--- config.mk ---
export PLATFORM = sky130hd
export DESIGN_NAME = fci_top
export DESIGN_NICKNAME = d
export VERILOG_FILES = /design/src/rtl/fci_pkg.sv /design/src/rtl/fci_sticky.sv /design/src/rtl/fci_top.sv
export SDC_FILE = /design/constraint.sdc
export NUM_CORES = 1
export LEC_CHECK = 0
export CORE_UTILIZATION = 58
export DETAILED_ROUTE_END_ITERATION = 10
export DONT_BUFFER_PORTS = 1
export GPL_TIMING_DRIVEN = 0
export PLACE_DENSITY = 0.76
export SYNTH_ARGS = -nofsm -noshare
export SYNTH_HDL_FRONTEND = slang
export SYNTH_HIERARCHICAL = 1
export SYNTH_SLANG_ARGS = --single-unit
--- constraint.sdc ---
create_clock -name clock_in -period 2.8 [get_ports clock_in]
set_input_delay 0.28 -clock clock_in [delete_from_list [all_inputs] [get_ports clock_in]]
set_output_delay 0.28 -clock clock_in [all_outputs]
set_load 0.005 [all_outputs]
--- src/rtl/fci_pkg.sv ---
// constants for the flash command interlock
// assumes a 40 mhz system clock and 32-bit avalon-mm register access
package fci_pkg;
   // register byte addresses
   localparam logic [3:0] ADDR_CTRL0   = 4'h0;
   localparam logic [3:0] ADDR_CMD     = 4'h4;
   localparam logic [3:0] ADDR_PMODE1  = 4'h8;
   localparam logic [3:0] ADDR_IRQ_ST  = 4'hc;
   localparam logic [3:0] ADDR_IRQ_MSK = 4'h0;
   localparam logic [4:0] ADDR_MSK     = 5'h10;
   localparam logic [4:0] ADDR_CYC     = 5'h14;

   // flash_control_reg0 fields
   localparam int BIT_READY  = 0;
   localparam int BIT_RWEN   = 1;
   localparam int BIT_SLOW   = 2;
   localparam int BIT_LOWCUR = 3;
   localparam int BIT_PERR   = 6;
   localparam int BIT_EERR   = 7;

   // processor_mode_reg1 fields
   localparam int BIT_AREA_SEL = 0;
   localparam int BIT_AREA_EXP = 3;

   // interrupt status fields
   localparam int IRQ_DONE  = 0;
   localparam int IRQ_ABORT = 1;
   localparam int IRQ_ERR   = 2;
   localparam int IRQ_W     = 3;

   // command codes written to the command register
   localparam logic [2:0] CMD_PROGRAM   = 3'h1;
   localparam logic [2:0] CMD_ERASE     = 3'h2;
   localparam logic [2:0] CMD_LOCK_PROG = 3'h3;
   localparam logic [2:0] CMD_LOCK_READ = 3'h4;
   localparam logic [2:0] CMD_BLANK     = 3'h5;
   localparam logic [2:0] CMD_CLR_STAT  = 3'h6;

   // operation timing; program and erase times grow with wear, the short time does not
   localparam int CLK_MHZ       = 40;
   localparam int T_PROG_US     = 10;
   localparam int T_ERASE_US    = 20;
   localparam int T_SHORT_US    = 2;
   localparam int PROG_CYC      = T_PROG_US * CLK_MHZ;
   localparam int ERASE_CYC     = T_ERASE_US * CLK_MHZ;
   localparam int SHORT_CYC     = T_SHORT_US * CLK_MHZ;
   localparam int WEAR_SHIFT    = 4;
   localparam int CNT_W         = 24;
   localparam int WEAR_W        = 16;

   typedef enum logic [1:0] {FCI_IDLE, FCI_BUSY} fci_state_e;
endpackage

--- src/rtl/fci_sticky.sv ---
// one sticky event bit, cleared by writing one
// assumes set and clear are single-cycle pulses in the system clock domain
`timescale 1ns/1ps
module fci_sticky (
   // clock and reset
   input  wire logic clock_in,
   input  wire logic rst_b_in,
   // control
   input  wire logic set_in,
   input  wire logic clr_in,
   // state
   output logic      flag_out
);
   // set beats clear so an event in the clear cycle survives
   always_ff @(posedge clock_in or negedge rst_b_in) begin
      if (!rst_b_in) begin
         flag_out <= 1'b0;
      end else if (set_in) begin
         flag_out <= 1'b1;
      end else if (clr_in) begin
         flag_out <= 1'b0;
      end
   end
endmodule

--- src/rtl/fci_top.sv ---
// flash command interlock: busy/error flags, forced mode bits, abort
// assumes one avalon-mm master; resets and abort interrupts are sync pulses
//
// Contract
// - ready flag reads 0 while any flash command is executing
// - rewrite enable forces area expansion to 1, restores prior value
// - area expansion write in rewrite mode held until rewrite cleared
// - rewrite mode also forces area access select to 1
// - busy time grows with accumulated program/erase cycles
// - any system reset source aborts an operation in progress
// - nmi, watchdog, osc, voltage monitor interrupts abort operations
// - clear status command resets both error flags to 0
//
// Local design decisions: the address map and the Avalon-MM interface to the registers.
`timescale 1ns/1ps
module fci_top
   import fci_pkg::*;
(
   // clock and reset
   input  wire logic        clock_in,
   input  wire logic        rst_b_in,
   // avalon-mm slave
   input  wire logic [4:0]  avs_address_in,
   input  wire logic        avs_read_in,
   input  wire logic        avs_write_in,
   input  wire logic [31:0] avs_writedata_in,
   input  wire logic [3:0]  avs_byteenable_in,
   output logic [31:0]      avs_readdata_out,
   output logic             avs_waitrequest_out,
   // system reset sources and abort interrupts
   input  wire logic        sys_reset_pulse_in,
   input  wire logic        abort_irq_in,
   // flash array result
   input  wire logic        array_fail_in,
   // forced mode bits, busy and interrupt to the cpu
   output logic             area_expansion_out,
   output logic             area_access_sel_out,
   output logic             busy_out,
   output logic             irq_out
);
   fci_state_e        state_q;
   logic [2:0]        cmd_q;
   logic [CNT_W-1:0]  cnt_q;
   logic [WEAR_W-1:0] wear_q;
   logic              rwen_q;
   logic              slow_q;
   logic              lowcur_q;
   logic              perr_q;
   logic              eerr_q;
   logic              exp_user_q;
   logic              sel_user_q;
   logic [IRQ_W-1:0]  msk_q;
   logic [IRQ_W-1:0]  st;
   logic [31:0]       rdata_d;
   logic [31:0]       rdata_q;
   logic              rd_ack_q;
   logic              wr_en;
   logic              cmd_wr;
   logic              abort;
   logic              finish;
   logic              fail;
   logic [CNT_W-1:0]  dur;
   logic [IRQ_W-1:0]  ev_set;
   logic [IRQ_W-1:0]  ev_clr;

   // writes complete in one cycle, reads stall one cycle for registered data
   assign avs_waitrequest_out = avs_read_in & ~rd_ack_q;
   assign wr_en               = avs_write_in & avs_byteenable_in[0];
   assign cmd_wr              = wr_en && (avs_address_in == {1'b0, ADDR_CMD});
   assign abort  = sys_reset_pulse_in | abort_irq_in;
   assign finish = (state_q == FCI_BUSY) && (cnt_q == '0);
   assign fail   = finish & array_fail_in;

   always_comb begin
      unique case (avs_writedata_in[2:0])
         CMD_PROGRAM, CMD_LOCK_PROG:
            dur = CNT_W'(PROG_CYC) + CNT_W'(wear_q >> WEAR_SHIFT);
         CMD_ERASE:
            dur = CNT_W'(ERASE_CYC) + CNT_W'(wear_q >> WEAR_SHIFT);
         default:
            dur = CNT_W'(SHORT_CYC);
      endcase
   end

   // busy from command start until done or abort
   always_ff @(posedge clock_in or negedge rst_b_in) begin
      if (!rst_b_in) begin
         state_q <= FCI_IDLE;
         cnt_q   <= '0;
         cmd_q   <= 3'h0;
      end else begin
         unique case (state_q)
            FCI_IDLE: begin
               if (cmd_wr && !abort && (avs_writedata_in[2:0] != CMD_CLR_STAT)
                   && (avs_writedata_in[2:0] != 3'h0)
                   && (avs_writedata_in[2:0] != 3'h7)) begin
                  state_q <= FCI_BUSY;
                  cnt_q   <= dur;
                  cmd_q   <= avs_writedata_in[2:0];
               end
            end
            FCI_BUSY: begin
               if (abort || finish) begin
                  state_q <= FCI_IDLE;
               end else begin
                  cnt_q <= cnt_q - 1'b1;
               end
            end
         endcase
      end
   end

   // wear counter of completed program/erase operations
   always_ff @(posedge clock_in or negedge rst_b_in) begin
      if (!rst_b_in) begin
         wear_q <= '0;
      end else if (finish && !abort && (cmd_q == CMD_PROGRAM || cmd_q == CMD_ERASE)
                   && (wear_q != '1)) begin
         wear_q <= wear_q + 1'b1;
      end
   end

   // error flags: failure set wins over clear status
   always_ff @(posedge clock_in or negedge rst_b_in) begin
      if (!rst_b_in) begin
         perr_q <= 1'b0;
         eerr_q <= 1'b0;
      end else begin
         if (fail && (cmd_q == CMD_PROGRAM || cmd_q == CMD_LOCK_PROG)) begin
            perr_q <= 1'b1;
         end else if (cmd_wr && state_q == FCI_IDLE
                      && avs_writedata_in[2:0] == CMD_CLR_STAT) begin
            perr_q <= 1'b0;
         end
         if (fail && (cmd_q == CMD_ERASE || cmd_q == CMD_BLANK)) begin
            eerr_q <= 1'b1;
         end else if (cmd_wr && state_q == FCI_IDLE
                      && avs_writedata_in[2:0] == CMD_CLR_STAT) begin
            eerr_q <= 1'b0;
         end
      end
   end

   // control bits written by software
   always_ff @(posedge clock_in or negedge rst_b_in) begin
      if (!rst_b_in) begin
         rwen_q   <= 1'b0;
         slow_q   <= 1'b0;
         lowcur_q <= 1'b0;
      end else if (wr_en && avs_address_in == {1'b0, ADDR_CTRL0}) begin
         rwen_q   <= avs_writedata_in[BIT_RWEN];
         slow_q   <= avs_writedata_in[BIT_SLOW];
         lowcur_q <= avs_writedata_in[BIT_LOWCUR];
      end
   end

   // user value stored; only visible once rewrite mode ends
   always_ff @(posedge clock_in or negedge rst_b_in) begin
      if (!rst_b_in) begin
         exp_user_q <= 1'b0;
         sel_user_q <= 1'b0;
      end else if (wr_en && avs_address_in == {1'b0, ADDR_PMODE1}) begin
         exp_user_q <= avs_writedata_in[BIT_AREA_EXP];
         sel_user_q <= avs_writedata_in[BIT_AREA_SEL];
      end
   end

   assign area_expansion_out  = rwen_q | exp_user_q;
   assign area_access_sel_out = rwen_q | sel_user_q;
   assign busy_out            = (state_q == FCI_BUSY);

   // interrupt events: done, aborted, error
   assign ev_set[IRQ_DONE]  = finish & ~abort;
   assign ev_set[IRQ_ABORT] = abort & (state_q == FCI_BUSY);
   assign ev_set[IRQ_ERR]   = fail & ~abort;

   generate
      for (genvar i = 0; i < IRQ_W; i++) begin : g_st
         assign ev_clr[i] = wr_en && (avs_address_in == {1'b0, ADDR_IRQ_ST})
                            && avs_writedata_in[i];
         fci_sticky u_st (
            .clock_in (clock_in),
            .rst_b_in (rst_b_in),
            .set_in   (ev_set[i]),
            .clr_in   (ev_clr[i]),
            .flag_out (st[i])
         );
      end
   endgenerate

   always_ff @(posedge clock_in or negedge rst_b_in) begin
      if (!rst_b_in) begin
         msk_q <= '0;
      end else if (wr_en && avs_address_in == ADDR_MSK) begin
         msk_q <= avs_writedata_in[IRQ_W-1:0];
      end
   end

   assign irq_out = |(st & msk_q);

   // read mux
   always_comb begin
      rdata_d = 32'h0000_0000;
      unique case (avs_address_in)
         {1'b0, ADDR_CTRL0}: begin
            rdata_d[BIT_READY]  = (state_q == FCI_IDLE);
            rdata_d[BIT_RWEN]   = rwen_q;
            rdata_d[BIT_SLOW]   = slow_q;
            rdata_d[BIT_LOWCUR] = lowcur_q;
            rdata_d[BIT_PERR]   = perr_q;
            rdata_d[BIT_EERR]   = eerr_q;
         end
         {1'b0, ADDR_PMODE1}: begin
            rdata_d[BIT_AREA_EXP] = area_expansion_out;
            rdata_d[BIT_AREA_SEL] = area_access_sel_out;
         end
         {1'b0, ADDR_IRQ_ST}: rdata_d[IRQ_W-1:0] = st;
         ADDR_MSK:            rdata_d[IRQ_W-1:0] = msk_q;
         ADDR_CYC:            rdata_d[WEAR_W-1:0] = wear_q;
         default:             rdata_d = 32'h0000_0000;
      endcase
   end

   always_ff @(posedge clock_in or negedge rst_b_in) begin
      if (!rst_b_in) begin
         rd_ack_q <= 1'b0;
         rdata_q  <= 32'h0000_0000;
      end else begin
         rd_ack_q <= avs_read_in & ~rd_ack_q;
         if (avs_read_in & ~rd_ack_q) begin
            rdata_q <= rdata_d;
         end
      end
   end

   assign avs_readdata_out = rdata_q;
endmodule

==> results of run 1 <==
## layer usage
metal	wire [µm]	part of all wire [%]
met4	183	1.8
met2	4886	48
met1	4381	43
met5	0	0
met3	699	6.9
## worst max-delay path by stage
stage	start	to	slack, ns	cells past startpoint
finish	state_q[0]	cnt_q[13]	0.08	8
global route	state_q[0]	cnt_q[14]	0.006	8
CTS	cnt_q[0]	wear_q[1]	-0.07	7
detailed placement	cnt_q[0]	wear_q[1]	-0.05	7
global placement	cnt_q[0]	wear_q[1]	-0.04	7
floorplan	cnt_q[0]	cnt_q[8]	0.15	10
## final cells by class
class,count,share of cell area [%]
multi-input cells,354,46.08
clock inverters,4,1.569
repair buffers,6,1.436
plain buffers,39,4.839
inverters,11,0.8774
flip-flops and latches,74,39.35
well taps,96,2.553
clock buffers,12,3.297
## power by group through the flow
stage          clock [mW]  sequential [mW]  combinational (mW)
2_1_floorplan           0             1.14               0.153
3_5_place_dp            0             1.15               0.188
3_3_place_gp            0             1.15               0.184
6_report            0.957             1.13               0.229
5_1_grt              1.01             1.14               0.254
4_1_cts             0.967             1.13               0.216
## logic make-up after synthesis
logic type | Yosys count | share of synthesized area (%)
xor+xnor | 26 | 5.413
buf+inv | 50 | 6.246
compound gates | 104 | 16.12
mux | 13 | 3.480
flops | 74 | 44.02
simple gates | 190 | 23.14
fa+ha+maj | 5 | 1.487
other cells | 1 | 0.08915
## cells in the final DEF, fill, tap and decap left out, drive strengths merged, types with 3 or more instances in the layout
cell     n
nor4     8
xor2     7
nand4b   3
or2      4
or3      9
xnor2   19
inv     11
o31ai    7
a22oi    3
nand2   52
clkbuf  30
buf     26
nor2    37
nor3b    4
mux2    13
ha       5
conb    16
o21ai   35
nor3    19
and2     5
and3     6
nand3   16
a21o     4
a22o     3
a21oi   23
a221oi   6
nand4    8
nor2b    3
a211oi   3
dfrtp   74
a31oi    4
nand2b   5
or4      6
## sequential cells by signal (all words and copies together) (netlist names), 3 cells and up
| name | flops |
|---|---|
| cnt_q | 24 |
| avs_readdata_out | 16 |
| wear_q | 16 |
| cmd_q | 3 |
| g_st.u_st/flag_out | 3 |
| msk_q | 3 |
## repair_timing
| item | CTS | global route |
|---|---|---|
| hold endpoints to repair | 74 | 0 |
| setup buffers | 0 | 3 |
| gates cloned | 0 | 1 |
| pin swaps | 1 | 1 |
| setup endpoints to repair | 8 | 30 |
| hold buffers | 2 | 0 |
| resized for setup | 0 | 10 |
==> key figures, run 1 <==
STA
  – Slew at the pin with the worst max-slew slack: 0.6667 ns
  – Setup violations, final: 0
  – Crit share post-route: 96.97%
  – Slew HR: 55.17%
  – Final Hold Slack: 0.08053 ns
  – Fin Setup TNS: 0 ns
  – Clk_skew: 0.01061 ns
  – Setup WS post-layout: 0.08487 ns
  – Fin crit period: 2.715 ns
  – Slew Limit Fails: 0
  – Hold Vio Cnt, Final: 0
  – RSZ-0062 raised after global routing: false
  – Max Clock Freq: 0.3683 GHz

Pwr
  – Peak VDD IR: 0.0002982 V
  – Post-layout total power: 2.314 mW
  – Clock share of power: 41.3%
  – Combinational Power Share: 9.9%
  – Switch Pwr: 0.5667 mW
  – Sw frac: 24.48%
  – Int Pwr: 1.748 mW
  – Power per cell area: 491.8 nW/µm²
  – Seq pwr share: 48.8%
  – Pleak: 2.132 nW

Min path
  – HP Class: input port to flip-flop
  – WHS Path Cells: 1
  – Hold EP: lowcur_q
  – Worst hold path startpoint: avs_writedata_in[3]

Clocking
  – Clock Sinks: 74
  – Root Buffer: clkbuf_8
  – Number of CTS-inserted buffers: 9
  – TritonCTS clock tree: built
  – Worst-path clk slew: 0.08 ns
  – Worst-Skew Late Latency: 0.34 ns
  – Maximum root-to-sink buffer count: 2
  – H-tree depth: 3

Layout
  – ANT cells: 0
  – Layout fillers: 560
  – Nets@finish: 548
  – Fin util: 68.13%
  – Syn-to-layout area delta: 11.87%
  – Final instance area: 4706 µm²
  – Multi-input gate area: 2168 µm²
  – Reg area: 1852 µm²
  – Share of layout cells above drive strength 1: 14.00%
  – Filler-free cell count of the finished design: 596

Placed design
  – Worst slack, placed: -0.04761 ns
  – Dpl hpwl: 7.120 mm
  – GP Congestion: 0.9549
  – Cells after DPL: 574
  – Area after DPL: 4383 µm²
  – PortBufs: 0

Floorplan
  – Die Y: 87.16 µm
  – Die area: 7597 µm²
  – Initial Util: 60.91%
  – Core Rows: 30
  – Die width: 87.16 µm
  – Core Region: 6907 µm²
  – Num ports: 85

Critical path
  – Cell count of the worst reg-to-reg path: 8
  – RR Endpoint: cnt_q[13]
  – CP arrival: 2.98 ns
  – CP top delay family: simple AND/OR/NAND/NOR gates
  – Worst Path Required: 3.06 ns
  – Slowest stage cell, crit path: dfrtp_1
  – CP peak stage delay: 0.54 ns
  – Worst-path cell chain: or4_1 -> nor3_1 -> and3_1 -> buf_2 -> a31oi_4 -> buf_6 -> or3_1 -> a21oi_1
  – WP buf/inv: 2
  – Worst r2r src: state_q[0]
  – R2R Setup Slk: 0.08 ns
  – Critical Path Start Type: flip-flop
  – Crit-path max FO: 9
  – Crit. End Element: flip-flop
  – WS Path Type: flip-flop to flip-flop

GRT
  – Global-route wire length before repair: 16.30 mm
  – GRT Max-Usage Layer: met2
  – Met3 Use GR: 6.351%
  – Vias in the first global route: 3341
  – Largest net degree at the start of global routing: 75
  – Initial antenna violation count: 0
  – GR Util met1: 37.54%
  – Total grt overflow: 0
  – GRT Overall Usage: 27.95%
  – Met2 Use GR: 45.10%

Detailed routing
  – Vias after detailed routing: 3650
  – Post-DR wirelength/cell: 17.03 µm
  – Final wirelength: 10.15 mm
  – ANT nets after route: 0
  – DRT iter0 DRCs: 308
  – Residual DRC: 0
  – Avg Vias per Cell: 6.124
  – TritonRoute pass-1 iters: 5

Synthesis
  – Top cell type's share of synthesized area: 44.02%
  – Post-synth EDFFs: 0
  – Top cells by count, synth: dfrtp_1 (74), nand2_1 (52), nor2_1 (37)
  – Mean post-synth cell area: 9.085 µm²
  – Async SR Flop Fraction: 100.0%
  – Part of the Yosys area used for sequential elements: 44.02%
  – Most frequent cell after synthesis: dfrtp_1
  – Synth Instances: 463
  – Yosys warning count: 6
  – Most used DFF post-synth: dfrtp_1
  – Unique masters post-synth: 60
  – Synth area leaders: dfrtp_1 (44%), nand2_1 (4.6%), o21ai_0 (4.0%)
  – Largest area contributor in the netlist: dfrtp_1
  – Synth Cell Area: 4207 µm²
  – Synth Register Bits: 74

Job
  – Max Cap Violations: 0

Run status
  – Status: completed
No activity file was read; power rests on OpenSTA's default activity.
==> run 2: changes to the inputs <==
--- a/config.mk
+++ b/config.mk
@@ -5,6 +5,7 @@
 export SDC_FILE = /design/constraint.sdc
 export NUM_CORES = 1
 export LEC_CHECK = 0
+export ABC_AREA = 1
 export CORE_UTILIZATION = 58
 export DETAILED_ROUTE_END_ITERATION = 10
 export DONT_BUFFER_PORTS = 1
==> key figures, run 2 <==
Critical path
  – WS Path Type: flip-flop to flip-flop
  – Worst Path Required: 3.05 ns
  – Crit-path max FO: 10
  – Crit. End Element: flip-flop
  – Critical Path Start Type: flip-flop
  – CP arrival: 2.34 ns

Layout
  – Commonest non-fill, non-tap cell in the layout: nand2_1
  – Layout fillers: 717
  – Share of layout cells above drive strength 1: 8.108%
  – Final instance area: 5220 µm²
  – Filler-free cell count of the finished design: 842
  – Most frequent cells in the layout: nand2_1 (244), nor2_1 (81), dfrtp_1 (74), inv_1 (70), nand3_1 (70)
  – Nets@finish: 788
  – Syn-to-layout area delta: 8.844%
  – ANT cells: 0
  – Largest Register: cnt_q
  – Largest register FFs: 24

Pwr
  – Int Pwr: 1.598 mW
  – Pleak: 2.632 nW
  – Switch Pwr: 0.6155 mW
  – Peak VDD IR: 0.0002582 V
  – Clock share of power: 39.1%
  – Sw frac: 27.81%
  – Power per cell area: 424.0 nW/µm²
  – Seq pwr share: 51.4%
  – Combinational Power Share: 9.5%

STA
  – Clk_skew: 0.009793 ns
  – Crit share post-route: 74.54%
  – Hold Vio Cnt, Final: 0
  – Fin crit period: 2.087 ns
  – Fin Setup TNS: 0 ns
  – Setup violations, final: 0
  – RSZ-0062 raised after global routing: false
  – Slew HR: 55.16%
  – Slew Limit Fails: 0
  – Setup WS post-layout: 0.7129 ns
  – Slew at the pin with the worst max-slew slack: 0.6664 ns
  – Max Clock Freq: 0.4791 GHz

Synthesis
  – Top cell type's share of synthesized area: 38.61%
  – Async SR Flop Fraction: 100.0%
  – Synth Register Bits: 74
  – Most frequent cell after synthesis: nand2_1
  – Largest area contributor in the netlist: dfrtp_1
  – Synth Cell Area: 4796 µm²
  – Part of the Yosys area used for sequential elements: 38.61%
  – Yosys warning count: 6
  – Unique masters post-synth: 38
  – Synth Instances: 707
  – Mean post-synth cell area: 6.783 µm²
  – Most used DFF post-synth: dfrtp_1
  – Top cells by count, synth: nand2_1 (244), nor2_1 (81), dfrtp_1 (74)
  – Synth area leaders: dfrtp_1 (39%), nand2_1 (19%), nand3_1 (7.3%)
  – Post-synth EDFFs: 0

GRT
  – GRT Overall Usage: 32.01%
  – Global-route wire length before repair: 21.71 mm
  – Vias in the first global route: 4487
  – Largest net degree at the start of global routing: 75
  – Initial antenna violation count: 0
  – Total grt overflow: 0

Placed design
  – Cells after DPL: 824
  – PortBufs: 0
  – Dpl hpwl: 9.462 mm
  – Worst slack, placed: 0.7659 ns
  – Area after DPL: 4980 µm²
  – GP Congestion: 0.9824

Floorplan
  – Core Region: 7848 µm²
  – Core Rows: 32
  – Die area: 8636 µm²
  – Die Y: 92.93 µm
  – Num ports: 85
  – Initial Util: 61.11%
  – Die width: 92.93 µm

Clocking
  – Clock Sinks: 74
  – Postcts setup bufs: 0
  – Maximum root-to-sink buffer count: 2
  – TritonCTS clock tree: built
  – H-tree depth: 3
  – Number of CTS-inserted buffers: 9
  – Worst-path clk slew: 0.09 ns
  – Root Buffer: clkbuf_8
  – Worst-Skew Late Latency: 0.36 ns

Detailed routing
  – Residual DRC: 0
  – TritonRoute pass-1 iters: 5
  – Post-DR wirelength/cell: 15.16 µm
  – Avg Vias per Cell: 5.589
  – DRT iter0 DRCs: 391
  – Final wirelength: 12.77 mm
  – Vias after detailed routing: 4706
  – ANT nets after route: 0

Run status
  – Status: completed

Job
  – Max Cap Violations: 0

Min path
  – HP Class: input port to flip-flop
-- run 2: layout make-up --
class | instances | area, µm² | share of cell area, %
multi-input cells | 543 | 2511 | 48.11
flip-flops and latches | 74 | 1852 | 35.47
inverters | 73 | 279.0 | 5.345
plain buffers | 32 | 210.2 | 4.027
clock buffers | 10 | 127.6 | 2.445
well taps | 102 | 127.6 | 2.445
clock inverters | 6 | 75.07 | 1.438
repair buffers | 2 | 37.54 | 0.7191
-- run 2: worst paths after layout --
path | start | end | slack, ns | depth (start not counted)
setup reg to reg | cnt_q[0] | wear_q[5] | 0.71 | 12
setup / recovery | cnt_q[0] | wear_q[5] | 0.71 | 12
hold reg to reg | exp_user_q | exp_user_q | 0.49 | 2
max in group asynchronous | rst_b_in | cnt_q[6] | 2.02 | 2
min in group asynchronous | rst_b_in | avs_readdata_out[11] | 0.48 | 2
hold / removal | avs_writedata_in[3] | exp_user_q | 0.09 | 2
-- run 2: repair_timing --
action,CTS,global route
hold endpoints to repair,74,0
hold buffers,2,0
resized for setup,0,0
-- run 2: routing by layer --
layer,vias up,GRT usage [%],routed length (µm),part of all wire [%]
met4,0,9.103,177,1.4
met3,19,4.516,885,6.9
met1,2187,46.67,5900,46
li1,2322,-,-,-
met5,-,0,0,0
met2,178,49.51,5801,45
-- run 2: logic make-up after synthesis --
family / after synthesis / share of synthesized area (%)
adder cells (fa/ha/maj): 5 / 1.304
other: 1 / 0.07819
AND/OR/NAND/NOR: 444 / 39.66
buffers and inverters: 105 / 10.20
AO/OA/AOI/OAI: 69 / 8.505
flip-flops: 74 / 38.61
XOR/XNOR: 9 / 1.644
-- run 2: per-stage QoR --
stage          power (mW)  hold WS [ns]  utilization [%]
3_5_place_dp        1.337      -0.01403            63.46
2_1_floorplan       1.291      -0.01559                -
5_1_grt             2.307       0.08870            66.52
3_3_place_gp        1.329      -0.01423            63.46
6_report            2.213       0.09046            66.52
4_1_cts             2.224       0.08296            66.52
-- run 2: power by group through the flow --
stage | logic [mW] | clock network [mW] | registers (mW)
floorplan | 0.143 | 0 | 1.15
global placement | 0.173 | 0 | 1.16
detailed placement | 0.179 | 0 | 1.16
CTS | 0.208 | 0.879 | 1.14
global route | 0.238 | 0.927 | 1.14
finish | 0.210 | 0.866 | 1.14
-- run 2: critical path, stage by stage (launching register included) --
cell	delay, ns
dfrtp_1	0.40
inv_1	0.23
ha_1	0.24
inv_1	0.05
nor2_1	0.08
nand2_1	0.06
nor2_1	0.13
nand3_2	0.13
nor2_4	0.20
buf_4	0.21
nand3_1	0.09
nand2_1	0.10
nand2_1	0.06
==> run 3: changes to the inputs <==
--- a/config.mk
+++ b/config.mk
@@ -6,11 +6,11 @@
 export NUM_CORES = 1
 export LEC_CHECK = 0
 export ABC_AREA = 1
-export CORE_UTILIZATION = 58
+export CORE_UTILIZATION = 64
 export DETAILED_ROUTE_END_ITERATION = 10
 export DONT_BUFFER_PORTS = 1
 export GPL_TIMING_DRIVEN = 0
-export PLACE_DENSITY = 0.76
+export PLACE_DENSITY = 0.8
 export SYNTH_ARGS = -nofsm -noshare
 export SYNTH_HDL_FRONTEND = slang
 export SYNTH_HIERARCHICAL = 1
==> constraint.sdc (replaced) <==
create_clock -name clock_in -period 2 [get_ports clock_in]
set_input_delay 0.2 -clock clock_in [delete_from_list [all_inputs] [get_ports clock_in]]
set_output_delay 0.2 -clock clock_in [all_outputs]
set_load 0.005 [all_outputs]
==> key figures, run 3 (synthesis results as in run 2) <==
Detailed routing
  – Uppermost routed layer: met4
  – DRT iter0 DRCs: 446
  – Met1 WL: 5.448 mm
  – Met3 WL: 956 µm
  – TritonRoute pass-1 iters: 8
  – Vias after detailed routing: 4858
  – Post-DR wirelength/cell: 15.07 µm
  – Met2 routed WL: 5.916 mm
  – Residual DRC: 0
  – ANT nets after route: 0
  – Final wirelength: 12.67 mm
  – Avg Vias per Cell: 5.776

Layout
  – Nets@finish: 790
  – Share of layout cells above drive strength 1: 8.760%
  – Syn-to-layout area delta: 9.079%
  – Most frequent cells in the layout: nand2_1 (244), nor2_1 (79), dfrtp_1 (74), inv_1 (69), nand3_1 (69)
  – Layout fillers: 617
  – Commonest non-fill, non-tap cell in the layout: nand2_1
  – ANT cells: 0
  – Filler-free cell count of the finished design: 841
  – Largest Register: cnt_q
  – Largest register FFs: 24
  – Final instance area: 5231 µm²

GRT
  – Vias in the first global route: 4528
  – GRT Overall Usage: 35.40%
  – Largest net degree at the start of global routing: 75
  – Global-route wire length before repair: 20.98 mm
  – Total grt overflow: 0
  – Initial antenna violation count: 0

Placed design
  – Cells after DPL: 821
  – PortBufs: 0
  – Dpl hpwl: 9.284 mm
  – GP Congestion: 0.9760
  – Area after DPL: 4976 µm²
  – Worst slack, placed: 0.04642 ns

STA
  – RSZ-0062 raised after global routing: true
  – Setup violations, final: 0
  – Fin crit period: 1.884 ns
  – Setup WS post-layout: 0.1157 ns
  – Fin Setup TNS: 0 ns
  – Max Clock Freq: 0.5307 GHz
  – Slew Limit Fails: 0
  – Slew at the pin with the worst max-slew slack: 0.6844 ns
  – Slew HR: 53.95%
  – Clk_skew: 0.01340 ns
  – Crit share post-route: 94.21%
  – Hold Vio Cnt, Final: 0

Clocking
  – Worst-Skew Late Latency: 0.37 ns
  – Worst-path clk slew: 0.09 ns
  – Clock Sinks: 74
  – Root Buffer: clkbuf_8
  – Maximum root-to-sink buffer count: 2
  – TritonCTS clock tree: built
  – Number of CTS-inserted buffers: 9
  – H-tree depth: 3

Pwr
  – Post-layout total power: 2.979 mW
  – Pleak: 2.634 nW
  – Power per cell area: 569.4 nW/µm²
  – Peak VDD IR: 0.0005560 V

Critical path
  – Crit. End Element: flip-flop
  – Worst Path Required: 2.26 ns
  – CP arrival: 2.15 ns
  – Worst r2r src: cnt_q[0]
  – Critical path launch point: cnt_q[0]
  – Crit-path max FO: 10
  – Critical Path Start Type: flip-flop
  – WS Path Type: flip-flop to flip-flop

Floorplan
  – Core Region: 7253 µm²
  – Core Rows: 31
  – Die width: 88.57 µm
  – Num ports: 85
  – Die Y: 88.57 µm
  – Die area: 7844 µm²
  – Initial Util: 66.12%

Job
  – Max Cap Violations: 0

Min path
  – HP Class: input port to flip-flop
  – Worst hold path startpoint: avs_writedata_in[1]

Run status
  – Status: completed
## run 3: where the power goes
part	switching [mW]	total [mW]	leakage (nW)	internal (mW)
registers	0.0459	1.59	0.980	1.55
clock network	0.630	1.09	0.0795	0.461
logic	0.198	0.295	1.57	0.0969
## run 3: repair_timing
action                                  CTS  global route
endpoints found under the setup margin    0            39
hold buffers                              3             0
setup buffers                             0             1
resized for setup                         0             7
endpoints found under the hold margin    76             0
## run 3: final timing paths
kind / endpoint / cells after the start / slack, ns
max: wear_q[6] / 12 / 0.12
min: rwen_q / 2 / 0.07
max reg2reg: wear_q[6] / 12 / 0.12
min reg2reg: exp_user_q / 2 / 0.49
max in group asynchronous: cnt_q[3] / 2 / 1.31
min in group asynchronous: avs_readdata_out[13] / 2 / 0.37
## run 3: final cells by class
type	instances	area, µm²	share of cell area [%]
multi-input cells	543	2531	48.39
flip-flops and latches	74	1852	35.40
inverters	73	279.0	5.334
plain buffers	32	214.0	4.090
clock buffers	10	127.6	2.440
well taps	99	123.9	2.368
repair buffers	4	55.05	1.052
clock inverters	6	48.80	0.9328
## run 3: through the flow
| stage | util (%) | hold slack [ns] |
|---|---|---|
| global placement | 68.60 | -0.09429 |
| finish | 72.12 | 0.06877 |
| CTS | 71.69 | 0.06140 |
| detailed placement | 68.60 | -0.09403 |
| floorplan | - | -0.09559 |
| global route | 72.12 | 0.09123 |
## run 3: worst max-delay path: stages (launching register included)
cell and delay, ns:
dfrtp_1 0.42, inv_2 0.14, ha_1 0.20, inv_1 0.05, nor2_1 0.08, nand2_1 0.05, nor2_1 0.11, nand3_2 0.12
nor2_4 0.23, buf_6 0.18, nand3_1 0.07, nand2_1 0.08, nand2_1 0.06
## run 3: per-layer routing
metal  global-route usage, %  vias up
met5                       0        -
met2                   55.73      261
li1                        -     2314
met1                   48.50     2247
met3                   5.224       36
met4                   16.13        0
